File: src/hw/ssr_pkg.sv
package ssr_pkg;

    // =====================================================================
    // Timing
    // =====================================================================
    localparam int CLK_PERIOD_PS = 4000;
    localparam int RST_HOLD_NS   = 64;
    localparam int RST_HOLD_CYC  = (RST_HOLD_NS * 1000 + CLK_PERIOD_PS - 1) / CLK_PERIOD_PS;
    localparam logic [7:0] RST_HOLD_CNT = RST_HOLD_CYC[7:0];

    // =====================================================================
    // Register offsets (byte addresses)
    // =====================================================================
    localparam logic [7:0] REG_CAUSE_OFS   = 8'h00;
    localparam logic [7:0] REG_IRQ_STAT_OFS = 8'h04;
    localparam logic [7:0] REG_IRQ_MASK_OFS = 8'h08;
    localparam logic [7:0] REG_CTRL_OFS    = 8'h0C;
    localparam logic [7:0] REG_PERIPH_OFS  = 8'h10;

    // =====================================================================
    // Field positions
    // =====================================================================
    localparam int CAUSE_CORE_DROP = 0;
    localparam int CAUSE_IO_DROP   = 1;
    localparam int CAUSE_WDOG      = 2;
    localparam int CAUSE_EXT_PIN   = 3;
    localparam int CAUSE_DEBUG     = 4;
    localparam int CAUSE_W         = 5;

    localparam int IRQ_CORE_WARN   = 0;
    localparam int IRQ_IO_WARN     = 1;
    localparam int IRQ_W           = 2;

    localparam int CTRL_LVD_EN     = 0;
    localparam int CTRL_SRAM_BATT  = 1;

    localparam int PERIPH_W        = 8;

    // Synchroniser lanes for the asynchronous inputs.
    localparam int IN_CORE_DROP    = 0;
    localparam int IN_CORE_WARN    = 1;
    localparam int IN_IO_DROP      = 2;
    localparam int IN_IO_WARN      = 3;
    localparam int IN_EXT_N        = 4;
    localparam int IN_DEBUG        = 5;
    localparam int IN_W            = 6;

    // =====================================================================
    // Values after reset
    // =====================================================================
    localparam logic [IN_W-1:0]     SYNC_RST     = 6'h10;
    localparam logic [CAUSE_W-1:0]  CAUSE_RST    = 5'h00;
    localparam logic [IRQ_W-1:0]    IRQ_RST      = 2'h0;
    localparam logic [1:0]          CTRL_RST     = 2'h0;
    localparam logic [PERIPH_W-1:0] PERIPH_RST   = 8'h00;
    localparam logic [7:0]          CNT_ZERO     = 8'h00;
    localparam logic [7:0]          CNT_ONE      = 8'h01;
    localparam logic [31:0]         WORD_ZERO    = 32'h0000_0000;

    // Reset sequencer phases.
    typedef enum logic [2:0] {
        PH_RUN  = 3'b001,
        PH_CHIP = 3'b010,
        PH_PART = 3'b100
    } ssr_phase_type;

endpackage

File: src/hw/ssr_supervisor.sv
// Design decisions made here: the Wishbone register port and the register addresses.
`timescale 1ns/1ps
module ssr_supervisor
(
    // Clock and power-up reset.
    input  wire logic                        clk_i,
    input  wire logic                        rst_i,
    // Classic Wishbone slave.
    input  wire logic                        wb_cyc_i,
    input  wire logic                        wb_stb_i,
    input  wire logic                        wb_we_i,
    input  wire logic [7:0]                  wb_adr_i,
    input  wire logic [3:0]                  wb_sel_i,
    input  wire logic [31:0]                 wb_dat_i,
    output logic      [31:0]                 wb_dat_o,
    output logic                             wb_ack_o,
    // Reset sources.
    input  wire logic                        core_uv_drop_i,
    input  wire logic                        core_uv_warn_i,
    input  wire logic                        io_supply_uv_drop_i,
    input  wire logic                        io_supply_uv_warn_i,
    input  wire logic                        wdog_expire_i,
    input  wire logic                        ext_reset_in_n_i,
    input  wire logic                        dbg_reset_cmd_i,
    // Reset and power outputs.
    output logic                             chip_wide_reset_o,
    output logic                             partial_reset_o,
    output logic                             clock_control_unit_reset_o,
    output logic      [ssr_pkg::PERIPH_W-1:0] periph_reset_o,
    output logic                             sram_on_battery_o,
    output logic                             rtc_on_battery_o,
    output logic                             irq_o
);
    import ssr_pkg::*;

    // =====================================================================
    // State
    // =====================================================================
    typedef struct packed {
        logic [IN_W-1:0]     meta;
        logic [IN_W-1:0]     sync;
        logic [IRQ_W-1:0]    warn_prev;
        ssr_phase_type       phase;
        logic [7:0]          hold_cnt;
        logic [CAUSE_W-1:0]  cause;
        logic [IRQ_W-1:0]    irq_stat;
        logic [IRQ_W-1:0]    irq_mask;
        logic [1:0]          ctrl;
        logic [PERIPH_W-1:0] periph;
        logic                ack;
        logic [31:0]         rdata;
    } ssr_state_type;

    localparam ssr_state_type STATE_RST = '{
        meta:      SYNC_RST,
        sync:      SYNC_RST,
        warn_prev: IRQ_RST,
        phase:     PH_CHIP,
        hold_cnt:  RST_HOLD_CNT,
        cause:     CAUSE_RST,
        irq_stat:  IRQ_RST,
        irq_mask:  IRQ_RST,
        ctrl:      CTRL_RST,
        periph:    PERIPH_RST,
        ack:       1'b0,
        rdata:     WORD_ZERO
    };

    ssr_state_type s_reg;
    ssr_state_type s_next;

    logic [IN_W-1:0]  raw_in;
    logic             gr_evt;
    logic             sr_evt;
    logic             bus_req;
    logic             bus_wr;
    logic [IRQ_W-1:0] warn_now;
    logic [IRQ_W-1:0] warn_rise;

    // =====================================================================
    // Helpers
    // =====================================================================
    // Zero-extends a narrow field into a bus word.
    function automatic logic [31:0] widen(input logic [7:0] v);
        widen = {24'h00_0000, v};
    endfunction

    // Source events from the synchronised inputs and the raw watchdog line.
    assign raw_in    = {dbg_reset_cmd_i, ext_reset_in_n_i, io_supply_uv_warn_i,
                        io_supply_uv_drop_i, core_uv_warn_i, core_uv_drop_i};
    assign gr_evt    = s_reg.sync[IN_CORE_DROP] | s_reg.sync[IN_IO_DROP];
    assign sr_evt    = wdog_expire_i | ~s_reg.sync[IN_EXT_N] | s_reg.sync[IN_DEBUG];
    assign warn_now  = {s_reg.sync[IN_IO_WARN], s_reg.sync[IN_CORE_WARN]};
    assign warn_rise = warn_now & ~s_reg.warn_prev;
    assign bus_req   = wb_cyc_i & wb_stb_i & ~s_reg.ack;
    assign bus_wr    = bus_req & wb_we_i & wb_sel_i[0];

    // =====================================================================
    // Next-state logic
    // =====================================================================
    // Computes every field of the next state from the present one.
    always_comb
    begin
        s_next           = s_reg;
        s_next.meta      = raw_in;
        s_next.sync      = s_reg.meta;
        s_next.warn_prev = warn_now;
        s_next.ack       = bus_req;

        // Reset sequencer: chip-wide wins, and each reset is held for a minimum time.
        unique case (s_reg.phase)
            PH_RUN:
            begin
                s_next.hold_cnt = CNT_ZERO;
            end
            PH_CHIP, PH_PART:
            begin
                if (s_reg.hold_cnt == CNT_ONE)
                begin
                    s_next.phase = PH_RUN;
                end
                s_next.hold_cnt = s_reg.hold_cnt - CNT_ONE;
            end
        endcase
        if (gr_evt)
        begin
            s_next.phase    = PH_CHIP;
            s_next.hold_cnt = RST_HOLD_CNT;
        end
        // A partial request in the last cycle of a chip-wide hold still starts a partial reset.
        else if (sr_evt && s_next.phase != PH_CHIP)
        begin
            s_next.phase    = PH_PART;
            s_next.hold_cnt = RST_HOLD_CNT;
        end

        // Reset cause bits set while their source is active and are never cleared here.
        s_next.cause[CAUSE_CORE_DROP] = s_reg.cause[CAUSE_CORE_DROP] | s_reg.sync[IN_CORE_DROP];
        s_next.cause[CAUSE_IO_DROP]   = s_reg.cause[CAUSE_IO_DROP] | s_reg.sync[IN_IO_DROP];
        s_next.cause[CAUSE_WDOG]      = s_reg.cause[CAUSE_WDOG] | wdog_expire_i;
        s_next.cause[CAUSE_EXT_PIN]   = s_reg.cause[CAUSE_EXT_PIN] | ~s_reg.sync[IN_EXT_N];
        s_next.cause[CAUSE_DEBUG]     = s_reg.cause[CAUSE_DEBUG] | s_reg.sync[IN_DEBUG];

        // Register writes.
        if (bus_wr)
        begin
            unique case (wb_adr_i)
                REG_IRQ_STAT_OFS: s_next.irq_stat = s_reg.irq_stat & ~wb_dat_i[IRQ_W-1:0];
                REG_IRQ_MASK_OFS: s_next.irq_mask = wb_dat_i[IRQ_W-1:0];
                REG_CTRL_OFS:     s_next.ctrl     = wb_dat_i[1:0];
                REG_PERIPH_OFS:   s_next.periph   = wb_dat_i[PERIPH_W-1:0];
                default:          s_next.ctrl     = s_reg.ctrl;
            endcase
        end

        // Warning edges set the sticky status after the clear, so a set wins.
        s_next.irq_stat = s_next.irq_stat | warn_rise;

        // Register reads.
        if (bus_req && !wb_we_i)
        begin
            unique case (wb_adr_i)
                REG_CAUSE_OFS:    s_next.rdata = widen({3'h0, s_reg.cause});
                REG_IRQ_STAT_OFS: s_next.rdata = widen({6'h00, s_reg.irq_stat});
                REG_IRQ_MASK_OFS: s_next.rdata = widen({6'h00, s_reg.irq_mask});
                REG_CTRL_OFS:     s_next.rdata = widen({6'h00, s_reg.ctrl});
                REG_PERIPH_OFS:   s_next.rdata = widen(s_reg.periph);
                default:          s_next.rdata = WORD_ZERO;
            endcase
        end

        // Both resets clear the interrupt and peripheral registers, a chip-wide reset also the control register; the cause register is spared.
        if (s_reg.phase != PH_RUN)
        begin
            s_next.irq_stat = IRQ_RST;
            s_next.irq_mask = IRQ_RST;
            s_next.periph   = PERIPH_RST;
        end
        if (s_reg.phase == PH_CHIP)
        begin
            s_next.ctrl = CTRL_RST;
        end
    end

    // =====================================================================
    // State register
    // =====================================================================
    // Power-up reset alone clears the cause register.
    always_ff @(posedge clk_i)
    begin
        if (rst_i)
        begin
            s_reg <= STATE_RST;
        end
        else
        begin
            s_reg <= s_next;
        end
    end

    // =====================================================================
    // Outputs
    // =====================================================================
    // Reset outputs follow the sequencer phase; the peripheral resets also follow the peripheral register.
    assign chip_wide_reset_o          = (s_reg.phase == PH_CHIP);
    assign partial_reset_o            = (s_reg.phase != PH_RUN);
    assign clock_control_unit_reset_o = (s_reg.phase == PH_CHIP);
    assign periph_reset_o             = s_reg.periph | {PERIPH_W{partial_reset_o}};

    // SRAM battery switchover needs a core dropout, detection enabled and the SRAM selection set; the RTC switches on either dropout.
    assign rtc_on_battery_o  = s_reg.sync[IN_CORE_DROP] | s_reg.sync[IN_IO_DROP];
    assign sram_on_battery_o = s_reg.sync[IN_CORE_DROP] & s_reg.ctrl[CTRL_LVD_EN]
                               & s_reg.ctrl[CTRL_SRAM_BATT];

    // Level interrupt from unmasked sticky status.
    assign irq_o    = |(s_reg.irq_stat & s_reg.irq_mask);
    assign wb_ack_o = s_reg.ack;
    assign wb_dat_o = s_reg.rdata;

endmodule

File: config.mk
export PLATFORM = sky130hd
export DESIGN_NAME = ssr_supervisor
export DESIGN_NICKNAME = d
export VERILOG_FILES = /design/src/hw/ssr_pkg.sv /design/src/hw/ssr_supervisor.sv
export SDC_FILE = /design/constraint.sdc
export NUM_CORES = 1
export LEC_CHECK = 0
export BUFFER_PORTS_ARGS = -buffer_cell sky130_fd_sc_hd__buf_2
export CAP_MARGIN = 20
export CORE_ASPECT_RATIO = 1.1
export CORE_UTILIZATION = 43
export CTS_CLUSTER_SIZE = 12
export DETAILED_ROUTE_END_ITERATION = 6
export GPL_ROUTABILITY_DRIVEN = 0
export HOLD_SLACK_MARGIN = 0.15
export PLACE_DENSITY_LB_ADDON = 0.3
export SETUP_SLACK_MARGIN = 0.5
export SYNTH_ARGS = -nofsm -noshare
export SYNTH_HDL_FRONTEND = slang
export SYNTH_SLANG_ARGS = --single-unit
File: constraint.sdc
create_clock -name clk_i -period 1.88 [get_ports clk_i]
set_clock_uncertainty 0.1 [all_clocks]
set_input_delay 0.094 -clock clk_i [delete_from_list [all_inputs] [get_ports clk_i]]
set_output_delay 0.094 -clock clk_i [all_outputs]
set_load 0.005 [all_outputs]
==> impl_metrics.csv, run 1 <==
group,metric,value,unit
status,status,"completed",
synthesis,syn_avg_cell_area,9.43,µm²
place,place_area,2700,µm²
grt,grt_pass1_vias,1854,
flow_run,drv_cap,0,
die,die_height,80.3,µm
clocking,cts_buffer_depth,2,
timing,hold_viol,0,
setup_path,cp.required,1.99,ns
setup_path,cp_data_arrival_time,1.61,ns
die,dieArea,5870,µm²
setup_path,path_class,"input port to flop",
timing,post-route-min-period,1.51,ns
setup_path,crit_chain,"buf_2 > dlygate4sd3_1 > or3b_2 > o221a_2",
grt,groute.usage.overall,0.180,
finish,stdcell_count,424,
place,placed_cells,373,
synthesis,synthDistinctLibCells,47,
timing,final_max_slew_viol_count,0,
clocking,htreeDepth,2,
finish,design_area,3400,µm²
power,peakVddDrop,0.000753,V
finish,drive_gt1_frac,0.375,
route,num_vias,1993,
clocking,clk_latency,0.31,ns
timing,final.setup.tns,0,ns
place,portBuffers,51,
power,total_power,2.62,mW
timing,whs,0.173,ns
die,io_pins,103,
die,die_w,73.2,µm
synthesis,ys_async_sr_fraction,0,
die,start_util,0.447,
synthesis,ys_seq_area_frac,0.443,
finish,area_growth,42.0,%
timing,period_share,0.801,
place,dp_slack,0.105,ns
finish,layout_common_cells,"buf_2 (47), dfxtp_1 (45), nor2_1 (32)",
finish,nNetsFinal,406,
timing,setup_slack,0.373,ns
setup_path,max_stage_delay,0.61,ns
setup_path,critPathSlowestCell,"dlygate4sd3_1",
grt,grt_max_degree,19,
route,first_pass_iters,4,
power,p_leak,1.40,nW
route,routed_via_density,4.70,
grt,grt_first_pass_wirelength,8010,µm
finish,largest_register_ffs,36,
clocking,clk_pin_slew,0.10,ns
route,routed_wl,5170,µm
route,drt_iter0_drc,66,
setup_path,crit_fanout,3,
route,wire_per_inst,12.2,µm
finish,final_core_util,0.634,
power,power.density,771,nW/µm²
setup_path,end_kind,"flop",
timing,rsz0062_at_grt,"yes",
synthesis,synth-edff-count,0,
die,rows,28,
place,hpwl,3320,µm
synthesis,ys_seq_elements,53,
synthesis,syn_area,2390,µm²
clocking,cts_buffers,5,
min_path,hold_class,"input port to flop",
synthesis,yosysWarnings,0,
clocking,clock_sinks,53,
die,core-area,5360,µm²
finish,final_common_cell,"buf_2",
timing,fmax,664,MHz
timing,setup_viol,0,
setup_path,critPathLaunchType,"input port",
grt,antenna_found_initial,0,
clocking,cts_tree,"built",
route,ant_nets,0,
synthesis,netlist_instances,254,
grt,grt-ovfl-total,0,
clocking,cts_root_buf,"clkbuf_8",
route,drc,0,
finish,antenna_cells,0,
synthesis,synth-main-ff-cell,"dfxtp_1",
## worst max-delay path, delay by kind of cell
kind	cells	cell delay, ns
buffers and inverters	2	0.70
AOI/OAI and AO/OA	1	0.28
and+or+nand+nor	1	0.53
## power by group
part	switching [mW]	internal (mW)
registers	0.0889	1.21
logic	0.283	0.376
clock network	0.389	0.269
## cell type report
type                    count  area (µm²)
clock buffers               5        68.8
clock inverters             3        25.0
fillers                   454        1960
inverters                   4        15.0
multi-input cells         182        1360
flip-flops and latches     53        1080
well taps                  75        93.8
repair buffers            102         758
## cell families (layout without fill, tap and decap cells)
group	Yosys count	in the layout	synth area share
AOI/OAI and AO/OA	25	25	0.0799
muxes	19	19	0.0794
DFF	53	53	0.443
xor gates and xnor gates	6	6	0.0219
buffers and inverters	42	114	0.120
and+or+nand+nor	106	106	0.244
other	1	24	0.00157
adders and majority gates	2	2	0.0104
## worst paths after layout
kind	from	to	slack, ns	cells past startpoint
setup reg to reg	s_reg[54]	s_reg[62]	0.40	5
setup / recovery	wdog_expire_i	s_reg[62]	0.37	4
hold reg to reg	s_next[69]	s_reg[69]	0.33	1
hold / removal	wb_cyc_i	wb_dat_o[1]	0.17	4
## Yosys cell counts, types with 2 or more instances
cell type / n / area, µm²
a221oi_1: 2 / 17.5
a311oi_1: 2 / 17.5
nor3_1: 6 / 30.0
clkbuf_1: 2 / 7.51
nand3b_1: 2 / 15.0
buf_4: 34 / 255
a32oi_1: 3 / 26.3
o211ai_1: 2 / 15.0
nor4_1: 3 / 18.8
nand2_1: 13 / 48.8
dfxtp_1: 53 / 1060
nor2b_1: 14 / 87.6
nor2_1: 36 / 135
a21boi_0: 2 / 15.0
a21oi_1: 3 / 15.0
xnor2_1: 4 / 35.0
nand2b_1: 11 / 68.8
xor2_1: 2 / 17.5
o22ai_1: 2 / 12.5
mux2i_1: 19 / 190
o2bb2ai_1: 3 / 26.3
nor3b_1: 5 / 37.5
ha_1: 2 / 25.0
or2_2: 3 / 18.8
inv_1: 4 / 15.0
## per-layer routing
layer  wire length, µm  vias to the layer above  GRT usage
met3               226                        6     0.0439
met4                91                        0     0.0824
met1              2340                      929      0.211
li1                  -                     1004          -
met2              2520                       54      0.306
met5                 0                        -          0
## timing repair
item / CTS / global route
hold buffers: 26 / 0
setup endpoints to repair: 40 / 38
buffers inserted: 12 / 5
resized for setup: 27 / 22
pin swaps: 9 / 8
endpoints found under the hold margin: 40 / 0
(Power assumes the default switching activity.)
==> inputs of run 2 (changes only) <==
- CORE_UTILIZATION: 43 -> 47
- clock period: 1.88 -> 1.4 ns (I/O delays scaled with it)
==> impl_metrics.csv, run 2 (synthesized netlist as in run 1, its figures left out) <==
group,metric,value,unit
die,die_w,70.1,µm
clocking,clk_pin_slew,0.09,ns
setup_path,worst-path-buf-inv,1,
timing,fmax,643,MHz
route,drc,0,
power,power.density,998,nW/µm²
grt,groute.usage.overall,0.196,
clocking,cts_tree,"built",
die,core-area,4780,µm²
route,routed_wl,5560,µm
finish,n_fill_cell,321,
setup_path,worst-r2r-setup-slack,-0.16,ns
finish,area_growth,48.2,%
setup_path,max_stage_delay,0.33,ns
setup_path,critPathLaunchType,"flop",
timing,setup_slack,-0.156,ns
place,hpwl,3580,µm
setup_path,end_kind,"flop",
power,p_leak,1.49,nW
timing,final_max_slew_viol_count,0,
finish,nNetsFinal,414,
min_path,hold_class,"input port to flop",
timing,period_share,1.11,
die,rows,26,
timing,setup_viol,28,
timing,hold_viol,0,
route,met1Wirelength,2270,µm
setup_path,critPathSlowestCell,"dfxtp_2",
route,routed.top_layer,"met4",
clocking,cts_buffers,5,
grt,antenna_found_initial,0,
status,failed_checks,"negative setup slack",
flow_run,drv_cap,0,
route,drt_iter0_drc,70,
timing,rsz0062_at_grt,"yes",
setup_path,crit_chain,"nand3b_1 > nor4_4 > buf_12 > mux2i_1 > nor2_1",
route,first_pass_iters,4,
die,io_pins,103,
finish,largest_register_ffs,36,
die,start_util,0.501,
route,wl_met2,2900,µm
die,dieArea,5390,µm²
route,wire_per_inst,13.5,µm
setup_path,crit_fanout,8,
timing,post-route-min-period,1.56,ns
grt,grt-ovfl-total,0,
place,place_area,2840,µm²
route,ant_nets,0,
die,die_height,76.9,µm
route,num_vias,2070,
place,portBuffers,51,
setup_path,cp.required,1.49,ns
setup_path,cp_data_arrival_time,1.64,ns
clocking,clk_latency,0.30,ns
power,peakVddDrop,0.000839,V
finish,antenna_cells,0,
clocking,htreeDepth,2,
finish,design_area,3550,µm²
status,status,"finished, violations left",
grt,grt_max_degree,16,
finish,layout_common_cells,"buf_2 (40), buf_4 (33), dfxtp_1 (33)",
finish,drive_gt1_frac,0.479,
setup_path,crit_family,"simple AND/OR/NAND/NOR gates",
timing,final.setup.tns,-2.26,ns
clocking,postCtsHoldBufs,15,
route,routed_via_density,5.01,
clocking,cts_buffer_depth,2,
finish,final_common_cell,"buf_2",
route,wl_met3,252,µm
grt,grt_first_pass_wirelength,8470,µm
clocking,clock_sinks,53,
grt,grt_pass1_vias,1905,
clocking,cts_root_buf,"clkbuf_8",
setup_path,path_class,"flop to flop",
## run 2: cell types whose count changed in the layout (fill, tap and decap cells not counted), moves of 3 or more
cell,previous run,this run
a32oi_1,3,0
a32oi_2,0,3
buf_2,47,40
buf_4,17,33
buf_6,12,20
dfxtp_1,45,33
dfxtp_2,3,15
dlygate4sd3_1,26,14
nand2b_1,8,5
nand2b_4,3,6
nor2_1,32,29
nor2_2,2,5
## run 2: cell type report
cell class	instances	area, µm²	share of cell area
clock buffer	7	76.3	0.0215
clock inverter	1	6.26	0.00176
inverter	4	17.5	0.00493
multi-input combinational	182	1420	0.399
sequential	53	1100	0.309
tap	56	70.1	0.0197
timing repair buffer	110	866	0.244
## run 2: repair_timing
| item | 4_1_cts | 5_1_grt |
|---|---|---|
| buffers inserted | 12 | 5 |
| setup endpoints to repair | 57 | 58 |
| resized for setup | 41 | 40 |
| hold endpoints to repair | 30 | 10 |
| pin swaps | 18 | 13 |
## run 2: path summary, 6_finish.rpt
check / end / cells after the start / startpoint
max reg2reg: s_reg[33] / 5 / wb_ack_o
max: s_reg[33] / 5 / wb_ack_o
min reg2reg: s_reg[65] / 1 / s_next[65]
min: s_reg[60] / 2 / rst_i
## run 2: power breakdown
group          switching (mW)  internal [mW]
clock network           0.463          0.356
registers               0.120           1.63
logic                   0.422          0.553
total                    1.00           2.54
## run 2: stage by stage
stage	power [mW]	util	setup slack [ns]	hold slack (ns)	instances
after global placement	2.48	0.593	-0.176	0.153	373
after floorplan	2.25	-	-0.195	0.0738	277
after global routing	3.73	0.742	-0.208	0.0109	413
final	3.54	0.742	-0.156	0.00795	413
after detailed placement	2.49	0.593	-0.219	0.163	373
after CTS	3.44	0.694	-0.0807	-0.00232	408
## run 2: routing by layer
metal / vias up / global-route usage
met2: 74 / 0.354
met1: 967 / 0.228
met5: - / 0
met3: 14 / 0.0302
li1: 1015 / -
met4: 0 / 0.0840
==> inputs of run 3 (changes only) <==
- CORE_UTILIZATION: 47 -> 51
- GPL_ROUTABILITY_DRIVEN: 0 -> default
- clock period: 1.4 -> 2 ns (I/O delays scaled with it)
==> impl_metrics.csv, run 3 (synthesized netlist as in run 1, its figures left out) <==
group,metric,value,unit
setup_path,rr_worst_depth,5,
die,io_pins,103,
timing,fmax,650,MHz
timing,period_share,0.769,
clocking,cts_root_buf,"clkbuf_8",
die,die_w,67.3,µm
grt,grt_first_pass_wirelength,7450,µm
place,place_congestion,0.709,
min_path,hold_class,"input port to flop",
clocking,clock_sinks,53,
setup_path,setup.worst_path.start,"s_reg[62]",
setup_path,critPathSlowestCell,"dfxtp_4",
setup_path,worst-r2r-setup-slack,0.48,ns
place,portBuffers,51,
route,routed_via_density,5.03,
clocking,clk_latency,0.30,ns
finish,nNetsFinal,393,
finish,largest_register_ffs,36,
grt,groute.usage.overall,0.202,
route,num_vias,1958,
clocking,cts_buffers,5,
setup_path,crit_family,"flip-flops",
timing,final_max_slew_viol_count,0,
setup_path,cp_data_arrival_time,1.34,ns
die,dieArea,4970,µm²
finish,drive_gt1_frac,0.355,
timing,rsz0062_at_grt,"yes",
setup_path,path_depth,4,
place,hpwl,3250,µm
route,routed_wl,5260,µm
setup_path,endpoint,"periph_reset_o[3]",
finish,antenna_cells,0,
finish,seq_area,1080,µm²
route,drt_iter0_drc,89,
route,first_pass_iters,4,
status,status,"completed",
timing,setup_viol,0,
power,p_leak,1.31,nW
route,drc,0,
setup_path,end_kind,"output pin",
setup_path,reg2reg_to,"s_reg[45]",
die,core-area,4410,µm²
finish,n_fill_cell,320,
clocking,htreeDepth,2,
timing,post-route-min-period,1.54,ns
finish,area_growth,35.0,%
clocking,clk_pin_slew,0.09,ns
finish,layout_common_cells,"buf_2 (45), dfxtp_1 (45), nor2_1 (32)",
grt,grt_max_degree,23,
setup_path,cp.required,1.80,ns
grt,grt_pass1_vias,1717,
power,power.density,732,nW/µm²
power,peakVddDrop,0.000563,V
die,start_util,0.543,
finish,multi_input_area,1320,µm²
setup_path,crit_chain,"nor3b_4 > buf_6 > nand2b_1 > buf_2",
setup_path,timing.rr.start,"wb_ack_o",
timing,hold_viol,0,
die,die_height,73.9,µm
timing,final.setup.tns,0,ns
flow_run,drv_cap,0,
min_path,min_from,"wb_cyc_i",
clocking,cts_buffer_depth,2,
die,rows,25,
setup_path,critPathLaunchType,"flop",
grt,grt-ovfl-total,0,
grt,antenna_found_initial,0,
setup_path,crit_fanout,5,
setup_path,path_class,"flop to output pin",
clocking,cts_tree,"built",
route,wire_per_inst,13.5,µm
route,ant_nets,0,
setup_path,max_stage_delay,0.38,ns
setup_path,worst-path-buf-inv,2,
finish,final_core_util,0.733,
[run 3: repair_timing]
action | in CTS | in global routing
endpoints found under the setup margin | 30 | 35
endpoints found under the hold margin | 31 | 4
hold buffers | 18 | 1
pin swaps | 4 | 5
setup buffers | 3 | 8
gates cloned | 0 | 1
resized for setup | 12 | 38
[run 3: per-stage QoR]
stage	std cells	hold slack [ns]	worst slack, ns	cell area [µm²]	total power [mW]
after floorplan	277	0.104	0.399	2530	1.55
after global placement	351	0.182	0.225	2630	1.62
after detailed placement	351	0.189	0.173	2630	1.64
after CTS	379	-0.0105	0.490	2960	2.29
after global routing	389	0.150	0.389	3230	2.50
final	389	0.118	0.462	3230	2.37
[run 3: area by class of cell]
cell class,count,share of cell area
multi-input combinational,182,0.407
timing repair buffer,89,0.206
inverter,4,0.00542
clock buffer,7,0.0267
sequential,53,0.334
tap,54,0.0209
[run 3: metal layers]
layer  GRT usage  part of all wire  up-vias
li1            -                 -      972
met1       0.234              0.42      922
met2       0.356              0.52       59
met3      0.0528             0.043        5
met4      0.0638             0.010        0
met5           0                 0        -
[run 3: report_power, final]
group	leakage (nW)	switching, mW	total [mW]	internal (mW)
Combinational	0.830	0.251	0.549	0.298
Clock	0.0443	0.316	0.591	0.275
Sequential	0.435	0.0888	1.23	1.14
Total	1.31	0.656	2.37	1.71
[run 3: how the worst min path moves through the flow]
stage	slack, ns	depth (start not counted)	endpoint
after floorplan	0.10	1	s_next[69]
after global placement	0.18	2	s_next[69]
after detailed placement	0.19	2	s_next[69]
after CTS	-0.01	3	s_reg[60]
after global routing	0.15	4	wb_dat_o[5]
final	0.12	4	wb_dat_o[7]
[run 3: tightest hold or removal path, stage by stage]
cell       delay [ns]
buf_2            0.12
nand4bb_4        0.13
a32oi_1          0.07
nor2_1           0.08
